[src/iqd_consts.vh]
`ifndef IQD_CONSTS_VH
`define IQD_CONSTS_VH
`define IQD_A_CTRL     6'h00
`define IQD_A_VECT     6'h01
`define IQD_A_MASK     6'h02
`define IQD_A_PRIO     6'h03
`define IQD_A_RXADDR   6'h04
`define IQD_A_RXCNT    6'h05
`define IQD_A_TXADDR   6'h06
`define IQD_A_TXCNT    6'h07
`define IQD_A_STAT     6'h08
`define IQD_B_GATE     0
`define IQD_B_TXM      0
`define IQD_B_RXM      1
`define IQD_B_ERRM     2
`define IQD_B_TXDMA    3
`define IQD_B_RXDMA    4
`define IQD_B_TXEOB    5
`define IQD_B_RXEOB    6
`define IQD_B_TXP      3
`define IQD_B_RXP      4
`define IQD_B_ERRP     5
`define IQD_B_SUSP     7
`define IQD_B_TGT      31
`define IQD_PRL_OFF    3'h7
`define IQD_PRL_RST    3'h0
`define IQD_VEC_ERR    3'h2
`define IQD_VEC_RX     3'h4
`define IQD_VEC_TX     3'h6
`define IQD_VEC_RST    5'h00
`define IQD_RF_MAX     17'h000DE
`define IQD_MEM_MAX    17'h10000
`define IQD_CNT_ZERO   17'h00000
`define IQD_CNT_ONE    17'h00001
`define IQD_ADDR_ONE   16'h0001
`endif

[src/iqd_irq_dma.v]
// How it works
// - Three sources exist: error condition, data received, ready to transmit.
// - Flag-driven interrupts need the global gate bit in the control register.
// - Any-event flag follows every event except the end-of-block ones.
// - Data received is raised when byte finished and direction is receive.
// - With receive DMA enabled, received bytes go to DMA; its vector marks end-of-block.
// - Ready to transmit is raised when byte finished and direction is send.
// - With transmit DMA enabled, transmit bytes come by DMA; its vector marks end-of-block.
// - Error source rises on any of the nine error and status event flags.
// - Vector is five programmed high bits plus 010, 100 or 110.
// - Priority level all ones never requests an interrupt, but DMA still requests; all zeros is highest.
// - Fixed internal order: error, then data received, then ready to transmit.
// - Events set pending bits; requests need the mask bit and a usable level.
// - Only software clears pending bits; a pending unmasked bit keeps requesting.
// - Error pending is held high while any error event flag is set and the global gate bit is on.
// - Suspend bit set and error pending stop DMA; else DMA outranks interrupts.
// - End-of-block interrupts share vector and priority of their direction source.
// - Counts reach 222 for register file targets and 65536 for memory.
// - Each transfer moves one byte, increments the address, decrements the count.
// - Receive and transmit DMA have separate enable bits in the mask register.
// - Count reaching zero sets that direction's end-of-block pending bit.
// - End-of-block interrupts ignore the global gate bit.
// - DMA requests carry the same priority level as the interrupts.
// - Counter pointer bit selects register file when set, memory when clear.
// - The clock line is held low while a needed DMA transfer is unfinished.
`include "iqd_consts.vh"
module iqd_irq_dma (
  input  wire        pclk,
  input  wire        presetn,
  input  wire        psel,
  input  wire        penable,
  input  wire        pwrite,
  input  wire [7:0]  paddr,
  input  wire [31:0] pwdata,
  output reg  [31:0] prdata,
  output wire        pready,
  output wire        pslverr,
  input  wire        byte_finished_flag,
  input  wire        direction_send_flag,
  input  wire        slave_match_flag,
  input  wire        start_sent_flag,
  input  wire        no_ack_flag,
  input  wire        stop_seen_flag,
  input  wire        lost_bus_flag,
  input  wire        bus_fault_flag,
  input  wire        header_sent_flag,
  input  wire        master_addr_sent_flag,
  input  wire        clock_line_flag,
  input  wire [7:0]  rx_byte,
  output reg  [7:0]  tx_byte,
  output reg         dma_byte_done,
  output wire        scl_hold,
  output reg         any_event_flag,
  output wire        irq_req,
  output reg  [7:0]  irq_vector,
  output wire [2:0]  irq_level,
  output wire        dma_req,
  output reg         dma_write,
  output reg         dma_to_regfile,
  output reg  [15:0] dma_addr,
  output reg  [7:0]  dma_wdata,
  output wire [2:0]  dma_level,
  input  wire        dma_ack,
  input  wire [7:0]  dma_rdata
);

  reg        irq_global_gate_reg;
  reg [4:0]  vector_reg;
  reg        tx_mask_reg;
  reg        rx_mask_reg;
  reg        error_mask_reg;
  reg        tx_dma_enable_reg;
  reg        rx_dma_enable_reg;
  reg        tx_end_block_pending_reg;
  reg        rx_end_block_pending_reg;
  reg [2:0]  priority_level_field_reg;
  reg        tx_pending_reg;
  reg        rx_pending_reg;
  reg        error_pending_reg;
  reg        dma_suspend_on_error_reg;
  reg [15:0] rx_addr_reg;
  reg [16:0] rx_cnt_reg;
  reg        rx_tgt_reg;
  reg [15:0] tx_addr_reg;
  reg [16:0] tx_cnt_reg;
  reg        tx_tgt_reg;
  reg        rx_cond_reg;
  reg        tx_cond_reg;
  reg        rx_need_reg;
  reg        tx_need_reg;
  reg        busy_reg;
  reg        busy_rx_reg;
  reg [31:0] rd_word;

  wire [5:0] idx;
  wire       wr;
  wire       rd;
  wire       mapped;
  wire       rx_cond;
  wire       tx_cond;
  wire       rx_evt;
  wire       tx_evt;
  wire       err_flags;
  wire       err_set;
  wire       rx_set;
  wire       tx_set;
  wire       err_act;
  wire       rx_act;
  wire       tx_act;
  wire       dma_ok;
  wire       dma_start;
  wire       dma_end;
  wire       last_rx;
  wire       last_tx;

  // A count of zero in memory mode means a full block, so the counter is one bit wider.
  function [16:0] cnt_load;
    input        tgt;
    input [15:0] d;
    begin
      if (tgt) begin
        if ({9'h000, d[7:0]} > `IQD_RF_MAX)
          cnt_load = `IQD_RF_MAX;
        else
          cnt_load = {9'h000, d[7:0]};
      end else if (d == 16'h0000) begin
        cnt_load = `IQD_MEM_MAX;
      end else begin
        cnt_load = {1'b0, d};
      end
    end
  endfunction

  // Pending bits follow the written value, but a hardware set wins over a clear.
  function pend_next;
    input cur;
    input we;
    input wd;
    input set;
    begin
      pend_next = (we ? wd : cur) | set;
    end
  endfunction

  // Unmapped or unaligned accesses must not alias onto a real register, so they are refused whole.
  assign idx     = paddr[7:2];
  assign wr      = psel & penable & pwrite & mapped;
  assign rd      = psel & ~penable & ~pwrite;
  assign mapped  = (idx <= `IQD_A_STAT) && (paddr[1:0] == 2'b00);
  assign pready  = 1'b1;
  // The error answer is given in the access phase only, together with the ready that ends it.
  assign pslverr = psel & penable & ~mapped;

  assign rx_cond   = byte_finished_flag & ~direction_send_flag;
  assign tx_cond   = byte_finished_flag & direction_send_flag;
  // The byte-finished flag is a level; only its rising edge counts, so one byte raises one event.
  assign rx_evt    = rx_cond & ~rx_cond_reg;
  assign tx_evt    = tx_cond & ~tx_cond_reg;
  assign err_flags = slave_match_flag | start_sent_flag | no_ack_flag | stop_seen_flag |
                     lost_bus_flag | bus_fault_flag | header_sent_flag | master_addr_sent_flag |
                     clock_line_flag;

  // The forced level covers the edge, so no separate error edge detector is kept.
  assign err_set = irq_global_gate_reg & err_flags;
  assign rx_set  = irq_global_gate_reg & rx_evt & ~rx_dma_enable_reg;
  assign tx_set  = irq_global_gate_reg & tx_evt & ~tx_dma_enable_reg;

  // Masks gate requests only; pending bits still record events while masked.
  assign err_act = error_pending_reg & error_mask_reg;
  assign rx_act  = rx_mask_reg & (rx_pending_reg | rx_end_block_pending_reg);
  assign tx_act  = tx_mask_reg & (tx_pending_reg | tx_end_block_pending_reg);

  // A suspended transfer keeps its address and data and resumes where it stopped.
  assign dma_ok    = ~(dma_suspend_on_error_reg & error_pending_reg);
  assign dma_req   = busy_reg & dma_ok;
  assign dma_level = priority_level_field_reg;
  assign irq_level = priority_level_field_reg;
  assign dma_start = ~busy_reg & (rx_need_reg | tx_need_reg);
  assign dma_end   = dma_req & dma_ack;
  assign last_rx   = dma_end & busy_rx_reg & (rx_cnt_reg == `IQD_CNT_ONE);
  assign last_tx   = dma_end & ~busy_rx_reg & (tx_cnt_reg == `IQD_CNT_ONE);

  // DMA outranks every source unless suspended, in which case error still goes first.
  assign irq_req = (priority_level_field_reg != `IQD_PRL_OFF) &
                   (err_act | ((rx_act | tx_act) & ~dma_req)) &
                   ~(dma_req & ~dma_suspend_on_error_reg);

  assign scl_hold = rx_need_reg | tx_need_reg | busy_reg;

  // The vector keeps the fixed order even while DMA holds the request off, so software sees a steady code.
  always @* begin
    if (err_act)
      irq_vector = {vector_reg, `IQD_VEC_ERR};
    else if (rx_act)
      irq_vector = {vector_reg, `IQD_VEC_RX};
    else
      irq_vector = {vector_reg, `IQD_VEC_TX};
  end

  always @* begin
    case (idx)
      `IQD_A_CTRL:
        rd_word = {31'h00000000, irq_global_gate_reg};
      `IQD_A_VECT:
        rd_word = {24'h000000, vector_reg, 3'h0};
      `IQD_A_MASK:
        rd_word = {25'h0000000, rx_end_block_pending_reg, tx_end_block_pending_reg,
                   rx_dma_enable_reg, tx_dma_enable_reg, error_mask_reg, rx_mask_reg, tx_mask_reg};
      `IQD_A_PRIO:
        rd_word = {24'h000000, dma_suspend_on_error_reg, 1'b0, error_pending_reg, rx_pending_reg,
                   tx_pending_reg, priority_level_field_reg};
      `IQD_A_RXADDR:
        rd_word = {16'h0000, rx_addr_reg};
      `IQD_A_RXCNT:
        rd_word = {rx_tgt_reg, 14'h0000, rx_cnt_reg};
      `IQD_A_TXADDR:
        rd_word = {16'h0000, tx_addr_reg};
      `IQD_A_TXCNT:
        rd_word = {tx_tgt_reg, 14'h0000, tx_cnt_reg};
      `IQD_A_STAT:
        rd_word = {28'h0000000, busy_reg, tx_need_reg, rx_need_reg, any_event_flag};
      default:
        rd_word = 32'h00000000;
    endcase
  end

  // Read data is captured in the setup phase, so a registered word stands through the access phase.
  always @(posedge pclk or negedge presetn) begin
    if (!presetn) begin
      prdata <= 32'h00000000;
    end else if (rd) begin
      if (mapped)
        prdata <= rd_word;
      else
        prdata <= 32'h00000000;
    end
  end

  always @(posedge pclk or negedge presetn) begin
    if (!presetn) begin
      irq_global_gate_reg      <= 1'b0;
      vector_reg               <= `IQD_VEC_RST;
      tx_mask_reg              <= 1'b0;
      rx_mask_reg              <= 1'b0;
      error_mask_reg           <= 1'b0;
      tx_dma_enable_reg        <= 1'b0;
      rx_dma_enable_reg        <= 1'b0;
      tx_end_block_pending_reg <= 1'b0;
      rx_end_block_pending_reg <= 1'b0;
      priority_level_field_reg <= `IQD_PRL_RST;
      tx_pending_reg           <= 1'b0;
      rx_pending_reg           <= 1'b0;
      error_pending_reg        <= 1'b0;
      dma_suspend_on_error_reg <= 1'b1;
      rx_addr_reg              <= 16'h0000;
      rx_cnt_reg               <= `IQD_CNT_ZERO;
      rx_tgt_reg               <= 1'b0;
      tx_addr_reg              <= 16'h0000;
      tx_cnt_reg               <= `IQD_CNT_ZERO;
      tx_tgt_reg               <= 1'b0;
    end else begin
      if (wr && idx == `IQD_A_CTRL)
        irq_global_gate_reg <= pwdata[`IQD_B_GATE];
      if (wr && idx == `IQD_A_VECT)
        vector_reg <= pwdata[7:3];
      if (wr && idx == `IQD_A_MASK) begin
        tx_mask_reg    <= pwdata[`IQD_B_TXM];
        rx_mask_reg    <= pwdata[`IQD_B_RXM];
        error_mask_reg <= pwdata[`IQD_B_ERRM];
      end
      // A block that ends drops its enable so software must re-arm the direction.
      if (last_tx)
        tx_dma_enable_reg <= 1'b0;
      else if (wr && idx == `IQD_A_MASK)
        tx_dma_enable_reg <= pwdata[`IQD_B_TXDMA];
      if (last_rx)
        rx_dma_enable_reg <= 1'b0;
      else if (wr && idx == `IQD_A_MASK)
        rx_dma_enable_reg <= pwdata[`IQD_B_RXDMA];
      tx_end_block_pending_reg <= pend_next(tx_end_block_pending_reg, wr && idx == `IQD_A_MASK,
                                            pwdata[`IQD_B_TXEOB], last_tx);
      rx_end_block_pending_reg <= pend_next(rx_end_block_pending_reg, wr && idx == `IQD_A_MASK,
                                            pwdata[`IQD_B_RXEOB], last_rx);
      // Writing a one to a pending bit also sets it, which lets software exercise the request path.
      if (wr && idx == `IQD_A_PRIO) begin
        priority_level_field_reg <= pwdata[2:0];
        dma_suspend_on_error_reg <= pwdata[`IQD_B_SUSP];
      end
      tx_pending_reg    <= pend_next(tx_pending_reg, wr && idx == `IQD_A_PRIO,
                                     pwdata[`IQD_B_TXP], tx_set);
      rx_pending_reg    <= pend_next(rx_pending_reg, wr && idx == `IQD_A_PRIO,
                                     pwdata[`IQD_B_RXP], rx_set);
      error_pending_reg <= pend_next(error_pending_reg, wr && idx == `IQD_A_PRIO,
                                     pwdata[`IQD_B_ERRP], err_set);
      // A direction enabled with a zero count wraps its counter, so software loads the count first.
      if (dma_end && busy_rx_reg) begin
        rx_addr_reg <= rx_addr_reg + `IQD_ADDR_ONE;
        rx_cnt_reg  <= rx_cnt_reg - `IQD_CNT_ONE;
      end else begin
        if (wr && idx == `IQD_A_RXADDR)
          rx_addr_reg <= pwdata[15:0];
        if (wr && idx == `IQD_A_RXCNT) begin
          rx_tgt_reg <= pwdata[`IQD_B_TGT];
          rx_cnt_reg <= cnt_load(pwdata[`IQD_B_TGT], pwdata[15:0]);
        end
      end
      if (dma_end && !busy_rx_reg) begin
        tx_addr_reg <= tx_addr_reg + `IQD_ADDR_ONE;
        tx_cnt_reg  <= tx_cnt_reg - `IQD_CNT_ONE;
      end else begin
        if (wr && idx == `IQD_A_TXADDR)
          tx_addr_reg <= pwdata[15:0];
        if (wr && idx == `IQD_A_TXCNT) begin
          tx_tgt_reg <= pwdata[`IQD_B_TGT];
          tx_cnt_reg <= cnt_load(pwdata[`IQD_B_TGT], pwdata[15:0]);
        end
      end
    end
  end

  // One transfer at a time; receive is served first so incoming data is not overrun.
  always @(posedge pclk or negedge presetn) begin
    if (!presetn) begin
      rx_cond_reg    <= 1'b0;
      tx_cond_reg    <= 1'b0;
      rx_need_reg    <= 1'b0;
      tx_need_reg    <= 1'b0;
      busy_reg       <= 1'b0;
      busy_rx_reg    <= 1'b0;
      any_event_flag <= 1'b0;
      dma_write      <= 1'b0;
      dma_to_regfile <= 1'b0;
      dma_addr       <= 16'h0000;
      dma_wdata      <= 8'h00;
      tx_byte        <= 8'h00;
      dma_byte_done  <= 1'b0;
    end else begin
      rx_cond_reg    <= rx_cond;
      tx_cond_reg    <= tx_cond;
      any_event_flag <= byte_finished_flag | err_flags;
      dma_byte_done  <= dma_end;
      if (rx_evt && rx_dma_enable_reg)
        rx_need_reg <= 1'b1;
      else if (dma_start)
        rx_need_reg <= 1'b0;
      if (tx_evt && tx_dma_enable_reg)
        tx_need_reg <= 1'b1;
      else if (dma_start && !rx_need_reg)
        tx_need_reg <= 1'b0;
      if (dma_start) begin
        busy_reg    <= 1'b1;
        busy_rx_reg <= rx_need_reg;
        if (rx_need_reg) begin
          dma_write      <= 1'b1;
          dma_to_regfile <= rx_tgt_reg;
          dma_addr       <= rx_addr_reg;
          dma_wdata      <= rx_byte;
        end else begin
          dma_write      <= 1'b0;
          dma_to_regfile <= tx_tgt_reg;
          dma_addr       <= tx_addr_reg;
        end
      end else if (dma_end) begin
        busy_reg <= 1'b0;
        if (!busy_rx_reg)
          tx_byte <= dma_rdata;
      end
    end
  end

endmodule

[config.mk]
export PLATFORM = sky130hd
export DESIGN_NAME = iqd_irq_dma
export DESIGN_NICKNAME = d
export VERILOG_FILES = /design/src/iqd_irq_dma.v
export VERILOG_INCLUDE_DIRS = /design/src
export SDC_FILE = /design/constraint.sdc
export NUM_CORES = 1
export LEC_CHECK = 0
export BUFFER_PORTS_ARGS = -buffer_cell sky130_fd_sc_hd__buf_2
export CAP_MARGIN = 5
export CORE_MARGIN = 1.5
export CORE_UTILIZATION = 45
export DETAILED_ROUTE_END_ITERATION = 10
export PLACE_DENSITY = 0.73
export SYNTH_ARGS = -nofsm -noshare
export SYNTH_HDL_FRONTEND = slang
export SYNTH_SLANG_ARGS = --single-unit
[constraint.sdc]
create_clock -name pclk -period 1.85 [get_ports pclk]
set_input_delay 0.0925 -clock pclk [delete_from_list [all_inputs] [get_ports pclk]]
set_output_delay 0.0925 -clock pclk [all_outputs]
set_load 0.05 [all_outputs]
# Word-level counts from Yosys, hierarchy flattened
# Index checks and enable logic that the tools add are counted.
# W data, S select, Z words.
# totals
wordCells,183
register_bits,162
# op_classes
magnitude_cmp,2
n_reduce_logical,32
n_eq_ne,11
n_bitwise,67
mux,33
n_addsub,4
# op_table
op,n
$pmux W32 S9,1
$mux W17,6
$mux W16,5
$eq A17 B1 Y1 const B,2
$sub A17 B1 Y17 const B,2
$add A16 B1 Y16 const B,2
$mux W32,1
$and A1 B1 Y1,30
$eq A6 B3 Y1 const B,4
$or A1 B1 Y1,20
$reduce_bool A2 Y1,9
$mux W1,17
$not A1 Y1,17
$logic_not A16 Y1,1
$logic_and A1 B1 Y1,14
$eq A6 B2 Y1 const B,2
$gt A8 B8 Y1 const B,1
$mux W8,1
$eq A6 B1 Y1 const B,1
$eq A6 B4 Y1 const B,1
$le A6 B4 Y1 const B,1
$logic_not A6 Y1,1
$reduce_and A2 Y1,3
$mux W3,1
other kinds (5),6

# Depth between registers and ports, before layout
# Gate-level depths: netlist (run 1).
# logic_depth
ltp_word,10
ltp_mapped,8
depth_no_buf,7

# Least setup slack after synthesis (run 1)
# Ideal clock, no wire load.
# synth_path
kind,register to register
startpoint,register busy_reg
endpoint,register rx_cnt_reg[15]
t_required_ns,1.724
arrival_ns,2.198
stages_incl_launch_ff,9
period_less_slack_ns,2.324
n_path_buf,3
slack_ns,-0.474
cell_sequence,dfrtp_1 -> a21boi_2 -> and3_1 -> clkbuf_1 -> buf_2 -> buf_2 -> nand2_1 -> o32ai_1 -> nor2_1
# synth_via
elab_chain_cells,4
elab_cells_between_ends,5
classes_between,mux: 1; bitwise: 2; reduce/logical: 2
# synth_lines
element,line,text
from (decl),iqd_irq_dma.v:91,reg busy_reg;
from (signal assigned),iqd_irq_dma.v:328,busy_reg <= 1'b0;
from (signal assigned),iqd_irq_dma.v:351,busy_reg <= 1'b1;
from (signal assigned),iqd_irq_dma.v:364,busy_reg <= 1'b0;
$and A1 B1 Y1 *,iqd_irq_dma.v:175,assign dma_req = busy_reg & dma_ok;
net dma_req,iqd_irq_dma.v:57,"output wire dma_req,"
$and A1 B1 Y1 *,iqd_irq_dma.v:179,assign dma_end = dma_req & dma_ack;
$logic_and A1 B1 Y1 *,iqd_irq_dma.v:296,if (dma_end && busy_rx_reg) begin
$mux W17 or $reduce_bool A2 Y1 (tied branches),-,
to (signal assigned),iqd_irq_dma.v:256,rx_cnt_reg <= `IQD_CNT_ZERO;
to (signal assigned),iqd_irq_dma.v:298,rx_cnt_reg <= rx_cnt_reg - `IQD_CNT_ONE;
to (signal assigned),iqd_irq_dma.v:304,"rx_cnt_reg <= cnt_load(pwdata[`IQD_B_TGT], pwdata[15:0]);"
to (decl),iqd_irq_dma.v:82,reg [16:0] rx_cnt_reg;
# The timed path passes the listed nets; every way through them passes the cells marked *.
# A chain may end at the register's enable or synchronous reset.

# Worst setup path in the final report (run 1)
# layout_path
startpoint,register dma_suspend_on_error_reg
endpoint,output port irq_req
# layout_via
elab_chain_cells,8
elab_cells_between_ends,11
classes_between,bitwise: 11
# layout_lines
element,line,text
from (decl),iqd_irq_dma.v:80,reg dma_suspend_on_error_reg;
from (signal assigned),iqd_irq_dma.v:287,dma_suspend_on_error_reg <= pwdata[`IQD_B_SUSP];
$and A1 B1 Y1,iqd_irq_dma.v:174,assign dma_ok = ~(dma_suspend_on_error_reg & error_pending_reg);
$not A1 Y1,iqd_irq_dma.v:174,
$and A1 B1 Y1,iqd_irq_dma.v:175,
$not A1 Y1,iqd_irq_dma.v:185,(err_act | ((rx_act | tx_act) & ~dma_req)) &
$and A1 B1 Y1,iqd_irq_dma.v:185,
$or A1 B1 Y1,iqd_irq_dma.v:185,
$and A1 B1 Y1,iqd_irq_dma.v:184,assign irq_req = (priority_level_field_reg != `IQD_PRL_OFF) &
$and A1 B1 Y1 *,iqd_irq_dma.v:184,
to (decl),iqd_irq_dma.v:54,"output wire irq_req,"
# Every way passes the cells marked *; elsewhere a longest branch is shown, timed or not.

==> metrics.md, run 1 <==
| Metric | Value |
|---|---|
| RR Startpoint | error_pending_reg |
| Initial DRC Count | 968 |
| CTS tree | yes |
| CTS Buf Count | 17 |
| Clock Path Buffers | 2 |
| Post-synth EDFFs | 0 |
| Synth warn | 0 |
| Reg2Reg Depth | 7 |
| Arr. time, crit path | 1.76 ns |
| Count of input and output buffers | 128 |
| Failing checks | setup timing |
| Clk_lat worst skew | 0.43 ns |
| Tmin final | 1.85 ns |
| Crit path kind | reg2out |
| Max Transition Viols Final | 0 |
| Initial antenna violation count | 0 |
| Layout area overhead | 35.0% |
| CP Cell Sequence | a21boi_4, buf_4, buf_4, a311oi_4, buf_6 |
| Ports | 160 |
| Pwr dens | 844 mW/mm^2 |
| Fmax | 540 MHz |
| Chip width | 138 um |
| FFs w/ async S/R, synth | 100% |
| Largest net degree at the start of global routing | 53 |
| VDD IR max | 747 uV |
| DR vias | 8,202 |
| Vias in the first global route | 8,002 |
| Actual slew at the worst max-slew pin | 0.828 ns |
| Vias per inst | 6.02 |
| MaxCap Viol Count | 0 |
| Syn avg cell area | 9.50 sq um |
| R2R setup slack | 0.01 ns |
| Max reg flops | 18 |
| H-tree depth | 4 |
| HPWL Detailed | 20,900 um |
| Grt total ovfl | 0 |
| Crit-path most repeated cell | buf_4 |
| Period utilisation layout | 100% |
| Share of cells above drive strength 1 | 34.3% |
| Final Hold Fails | 0 |
| Critical-path maximum fanout | 5 |
| Antenna fix cells | 0 |
| RSZ-0062 raised after global routing | yes |
| Mapped Cells | 867 |
| Startpoint Class | flop |
| Critical Path Slowest Stage Cell | dfstp_2 |
| Total power | 9.39 mW |
| Die height | 138 um |
| Synth Register Bits | 147 |
| Reg clk slew, reported paths | 0.06 ns |
| WL/cell | 20.7 um |
| Placed insts | 1,304 |
| Core area | 0.0180 sq mm |
| First-pass GRT wire length | 43,700 um |
| Clock skew | 0.0101 ns |
| Clock Sinks | 147 |
| ANT nets after route | 0 |
| First drt pass iteration count | 6 |
| Nets | 1,202 |
| DRC Markers | 0 |
| Finished Layout Cells | 1,363 |
| GPL Wtd Cong | 1.00 |
| Required time of the worst setup path | 1.76 ns |
| Rel. slew slack | 44.3% |
| Synth cell types | 80 |
| Hold endpoint | tx_cnt_reg[14] |
| Root buffer cell | clkbuf_16 |
| Total Routing Usage GR | 29.4% |
| Worst hold stages | 3 |
| Seq/Total Area, Yosys | 44.7% |
| Reg-to-reg endpoint | rx_cnt_reg[15] |
| Hold_sp | pwdata[14] |
| Min Hold Slack | 0.0182 ns |
| Row count | 49 |
| Final instance area | 0.0111 sq mm |
| Status | finished, violations left |
| Routed WL | 28,200 um |
| Leakage | 5.17 nW |
| Final setup vio count | 1 |
| DP Worst Slack | -0.192 ns |
| Die ar. | 0.0191 sq mm |
| CP endpoint kind | output pin |
| Fin worst setup slack | -0.000289 ns |
| Crit path largest cell delay | 0.56 ns |
| Initial Util | 45.9% |
| Placed cell area | 0.0100 sq mm |
| Fill count | 1,484 |
| Hold/Removal Path Class | in2reg |
| Post-synthesis cell area | 0.00824 sq mm |
| Synth Flop Type | dfrtp_1 |
## routing by layer
metal | part of all wire (%) | GRT usage (%) | up-vias
li1 | - | - | 3732
met1 | 41 | 38.4 | 3960
met3 | 8.8 | 6.58 | 75
met5 | 0 | 0 | -
met2 | 46 | 46.2 | 435
met4 | 4.4 | 14.4 | 0
## layout make-up
cell class | instances | area, sq um | area share [%]
Timing Repair Buffer | 291 | 2040 | 18.3
Inverter | 15 | 56.3 | 0.506
Sequential cell | 147 | 3680 | 33.1
Clock inverter | 10 | 134 | 1.20
Tap cell | 229 | 287 | 2.58
Multi-Input combinational cell | 651 | 4470 | 40.2
Clock buffer | 20 | 457 | 4.11
## stage by stage
| step | utilization (%) | TNS, ns |
|---|---|---|
| detailed placement | 55.9 | -2.63 |
| global route | 61.9 | -0.187 |
| CTS | 60.6 | 0 |
| floorplan | - | -0.852 |
| global placement | 55.9 | -1.68 |
| finish | 61.9 | -0.000289 |
## critical path: cells and delay by family (launching register included)
| kind | cells | cell delay (ns) |
|---|---|---|
| flops | 1 | 0.56 |
| compound gates | 2 | 0.29 |
| buf+inv | 3 | 0.48 |
## synth_stat cells (5+ instances only)
cell        n  area, sq um
nand4_1    12         75.1
inv_1      15         56.3
nor2_1     54          203
a21o_1      7         52.6
clkbuf_1   32          120
or3_1       8         50.1
and4_1      7         61.3
nor2b_1    10         62.6
dfrtp_1   146         3650
nand2b_1    6         37.5
a22oi_1     8         60.1
ha_1        6         75.1
a211oi_1   18          135
and2_1      5         31.3
o22ai_1     6         37.5
nand3_1    39          195
or4_1       5         37.5
o32ai_1     5         43.8
a22o_1     11         96.3
mux2_2     24          270
a221oi_1    5         43.8
buf_2      11         55.1
buf_1       5         18.8
mux2i_1    32          320
nor3_1     35          175
a311oi_1    9         78.8
mux4_2     10          225
and3_1     11         68.8
o211ai_1   10         75.1
nor4_1     17          106
buf_4      19          143
a21oi_1    27          135
a31oi_1     9         56.3
nand2_1   112          420
o21ai_0    60          300
## where the power goes
group          switching, mW  internal, mW  total, mW
sequential             0.363          3.48       3.84
clock                   1.37          2.17       3.53
combinational           1.23         0.785       2.01
total                   2.96          6.43       9.39
## cell families after synthesis
kind of cell / count (synthesis) / synth area share, %
AOI/OAI and AO/OA: 212 / 17.7
xor gates and xnor gates: 4 / 0.425
adders and majority gates: 6 / 0.911
buffers and inverters: 83 / 4.83
DFF: 147 / 44.7
muxes: 66 / 9.90
other: 2 / 0.0911
and+or+nand+nor: 347 / 21.5
## what timing repair did
item / 4_1_cts / 5_1_grt
cloned: 0 / 0
hold buffers: 26 / 0
setup endpoints to repair: 5 / 28
hold endpoints to repair: 73 / 0
pin swaps: 1 / 6
resized for setup: 2 / 44
setup buffers: 0 / 3
## cell usage in the layout (no fill, tap or decap), types with 6 or more instances in the layout
| master | instances |
|---|---|
| a211oi_1 | 18 |
| a21o_1 | 7 |
| a21oi_1 | 27 |
| a22o_1 | 11 |
| a22oi_1 | 8 |
| a311oi_1 | 6 |
| a31oi_1 | 9 |
| and3_1 | 9 |
| and4_1 | 6 |
| buf_12 | 6 |
| buf_2 | 126 |
| buf_4 | 125 |
| buf_6 | 8 |
| clkbuf_16 | 17 |
| conb_1 | 16 |
| dfrtp_1 | 146 |
| dlygate4sd3_1 | 26 |
| inv_1 | 15 |
| mux2_2 | 24 |
| mux2i_1 | 32 |
| mux4_2 | 10 |
| nand2_1 | 110 |
| nand2b_1 | 6 |
| nand3_1 | 35 |
| nand3_2 | 6 |
| nand4_1 | 12 |
| nor2_1 | 51 |
| nor2b_1 | 10 |
| nor3_1 | 25 |
| nor3_2 | 6 |
| nor3_4 | 7 |
| nor4_1 | 12 |
| o211ai_1 | 10 |
| o21ai_0 | 58 |
| o22ai_1 | 6 |
| or3_1 | 6 |
## how the worst max path moves through the flow
stage / startpoint / cells past startpoint / end / slack, ns
floorplan: busy_reg / 5 / tx_cnt_reg[9] / -0.10
global route: error_pending_reg / 7 / rx_cnt_reg[15] / -0.07
finish: dma_suspend_on_error_reg / 5 / irq_req / -0.0003
global placement: paddr[7] / 7 / rx_cnt_reg[14] / -0.14
detailed placement: paddr[7] / 5 / vector_reg[2] / -0.19
CTS: dma_suspend_on_error_reg / 4 / rx_addr_reg[2] / 0.006
Note: power is estimated with default switching activity, not from simulation.
==> run 2, diff against run 1 <==
ABC_AREA = 1   (was unset)
CAP_MARGIN = unset   (was 5)
PLACE_DENSITY = 0.72   (was 0.73)
==> run 2 against run 1 <==
  * The flow now finishes without violations
  * Flip-flop and latch count stayed put
  * Hold slack lost 0.011 ns
  * First-iteration DRC count down 17%
  * Critical endpoint unchanged
  * Largest power group is now clock
==> metrics.md, run 2 <==
| Metric | Value |
|---|---|
| Synth cell types | 43 (-46%) |
| First-pass GRT wire length | 47,200 um (+7.8%) |
| Synth top area share | 39.0% (-5.3 points) |
| Finished Layout Cells | 1,873 (+37%) |
| Pwr dens | 708 mW/mm^2 (-16%) |
| Initial Util | 46.1% (+0.26 points) |
| VDD IR max | 608 uV (-19%) |
| CTS tree | yes |
| WL/cell | 15.8 um (-24%) |
| Die ar. | 0.0217 sq mm (+13%) |
| Synth warn | 0 (unchanged) |
| Most common cell after layout, fill and taps aside | nand2_1 |
| DR vias | 9,800 (+19%) |
| Root buffer cell | clkbuf_16 |
| Antenna fix cells | 0 (unchanged) |
| RSZ-0062 raised after global routing | no |
| R2R setup slack | 0.12 ns (+0.11 ns) |
| Critical-path maximum fanout | 4 (-1) |
| Layout Utilization | 56.4% (-5.6 points) |
| Layout area overhead | 22.2% |
| Nets | 1,669 (+39%) |
| Crit path largest cell delay | 0.59 ns (+0.03 ns) |
| Die height | 147 um (+6.5%) |
| Clock Path Buffers | 2 (unchanged) |
| Fmax | 561 MHz (+3.8%) |
| Synth Register Bits | 147 (unchanged) |
| Top cells by area, synth | dfrtp_1, nand2_1, nand3_1, nor2_1, inv_1 |
| CTS Buf Count | 17 (unchanged) |
| Core area | 0.0203 sq mm (+13%) |
| Sw power | 2.22 mW (-25%) |
| Ports | 160 (unchanged) |
| Grt total ovfl | 0 (unchanged) |
| Vias per inst | 5.23 (-13%) |
| Period utilisation layout | 96.4% (-3.6 points) |
| Routed WL | 29,600 um (+5.0%) |
| CP Cell Sequence | a21oi_4, a21oi_1, nor2_1, a211oi_2, buf_4 |
| Final Hold Fails | 0 (unchanged) |
| Chip width | 147 um (+6.5%) |
| Power Internal | 5.89 mW (-8.5%) |
| Post-synth EDFFs | 0 (unchanged) |
| H-tree depth | 4 (unchanged) |
| Count of input and output buffers | 128 (unchanged) |
| Setup_tns | 0 ns (+0.000289 ns) |
| Hold/Removal Path Class | in2reg |
| Share of cells above drive strength 1 | 16.2% (-18 points) |
| Max reg flops | 18 (unchanged) |
| Clock skew | 0.0100 ns (-0.0000163 ns) |
| Reg clk slew, reported paths | 0.06 ns (about the same) |
| Row count | 52 (+6.1%) |
| Crit path kind | reg2out |
| Startpoint Class | flop |
| Vias in the first global route | 9,060 (+13%) |
| Clock network fraction of design power | 48.0% (+10 points) |
| Reg2Reg Depth | 8 (+1) |
| Placed insts | 1,810 (+39%) |
| Status | completed |
| Comb pwr share | 10.8% (-11 points) |
| Final setup vio count | 0 (-1) |
| HPWL Detailed | 22,300 um (+6.3%) |
| CP endpoint kind | output pin |
| Fill count | 1,940 (+31%) |
| Seq/Total Area, Yosys | 39.3% (-5.4 points) |
| Most frequent cells in the layout | nand2_1, nand3_1, dfrtp_1 |
| Leakage | 6.10 nW (+18%) |
| Tmin final | 1.78 ns (-0.0671 ns) |
| Sw Ratio | 27.3% (-4.2 points) |
| Reg-to-reg endpoint | tx_addr_reg[8] |
| Post-synthesis cell area | 0.00937 sq mm (+14%) |
| Critical Path Slowest Stage Cell | dfstp_2 |
| Setup Fix Bufs, Post-CTS | 0 (unchanged) |
| DRC Markers | 0 (unchanged) |
| Largest area contributor in the netlist | dfrtp_1 |
| Initial DRC Count | 804 (-17%) |
| FFs w/ async S/R, synth | 100% (unchanged) |
| Required time of the worst setup path | 1.76 ns (about the same) |
| Most frequent cell after synthesis | nand2_1 |
| Mapped Cells | 1,416 (+63%) |
| Post-synth top cells | nand2_1, nand3_1, dfrtp_1, nor2_1, inv_1 |
| GPL Wtd Cong | 0.949 (-5.5%) |
| Clock Sinks | 147 (unchanged) |
| First drt pass iteration count | 6 (unchanged) |
| Clk_lat worst skew | 0.44 ns (about the same) |
| Arr. time, crit path | 1.69 ns (-0.07 ns) |
| Max Transition Viols Final | 0 (unchanged) |
| RR Startpoint | error_pending_reg |
| Reg power frac | 41.3% (+0.4 points) |
| Hold_sp | pwdata[11] |
| ANT nets after route | 0 (unchanged) |
| Worst hold stages | 5 (+2) |
| Syn avg cell area | 6.61 sq um (-30%) |
| Hold endpoint | rx_addr_reg[11] |
| Largest net degree at the start of global routing | 59 (+11%) |
| Synth Flop Type | dfrtp_1 |
| Total Routing Usage GR | 27.9% (-1.5 points) |
| MaxCap Viol Count | 0 (unchanged) |
| Initial antenna violation count | 0 (unchanged) |
[run 2: how the worst max path moves through the flow]
stage | start | slack, ns | cells after the start | endpoint
3_3_place_gp | paddr[7] | 0.19 | 10 | tx_cnt_reg[5]
3_5_place_dp | paddr[7] | 0.18 | 10 | tx_cnt_reg[14]
5_1_grt | error_pending_reg | 0.00002 | 8 | tx_addr_reg[8]
6_report | dma_suspend_on_error_reg | 0.07 | 5 | irq_req
2_1_floorplan | busy_reg | 0.11 | 8 | tx_dma_enable_reg
4_1_cts | dma_suspend_on_error_reg | 0.05 | 5 | irq_req
[run 2: area by class of cell]
cell class	instances	area (sq um)	share of cell area [%]
inverter	118	443	3.87
clock inverter	14	214	1.87
clock buffer	18	439	3.84
sequential	147	3680	32.2
multi-input combinational	1100	4940	43.2
tap	270	338	2.95
timing repair buffer	206	1390	12.1
[run 2: cells by family (layout without fill, tap and decap cells)]
group	after synthesis	after routing	synth area share [%]
other	2	16	0.0802
multiplexers	8	8	0.962
adder cells (fa/ha/maj)	6	6	0.802
XOR/XNOR	6	6	0.561
buffers and inverters	183	356	8.64
flip-flops	147	147	39.3
AO/OA/AOI/OAI	119	119	6.92
AND/OR/NAND/NOR	945	945	42.7
[run 2: what timing repair did]
action / in CTS / in global routing
hold buffers: 31 / 0
gates cloned: 0 / 0
endpoints found under the hold margin: 144 / 0
gates resized for setup: 1 / 1
endpoints found under the setup margin: 1 / 1
[run 2: critical path: cells and delay by family (launching register included)]
| kind | cells | cell delay (ns) |
|---|---|---|
| buffers and inverters | 1 | 0.23 |
| DFF | 1 | 0.59 |
| AOI/OAI and AO/OA | 3 | 0.38 |
| and+or+nand+nor | 1 | 0.06 |
[run 2: power by group through the flow]
stage          Sequential (mW)  Clock [mW]  Combinational (mW)
3_3_place_gp              3.40           0               0.807
6_report                  3.34        3.89               0.871
5_1_grt                   3.35        4.09               0.951
3_5_place_dp              3.40           0               0.814
4_1_cts                   3.34        3.93               0.866
2_1_floorplan             3.51           0               0.398
[run 2: through the flow]
step	cell area [sq um]	power, mW	worst slack, ns	hold WS (ns)
after global placement	10500	4.21	0.186	0.0524
after global routing	11400	8.39	0.0000226	0.0214
after detailed placement	10500	4.22	0.175	0.0516
after CTS	11400	8.14	0.0521	0.00104
final	11400	8.10	0.0668	0.00738
after floorplan	9420	3.91	0.106	-0.203
[run 2: metal layers]
| metal | part of all wire (%) | global-route usage, % | routed length (um) |
|---|---|---|---|
| met1 | 44 | 38.8 | 12900 |
| met5 | 0 | 0 | 0 |
| met4 | 2.8 | 10.1 | 821 |
| met2 | 46 | 43.6 | 13500 |
| met3 | 8.0 | 4.97 | 2360 |
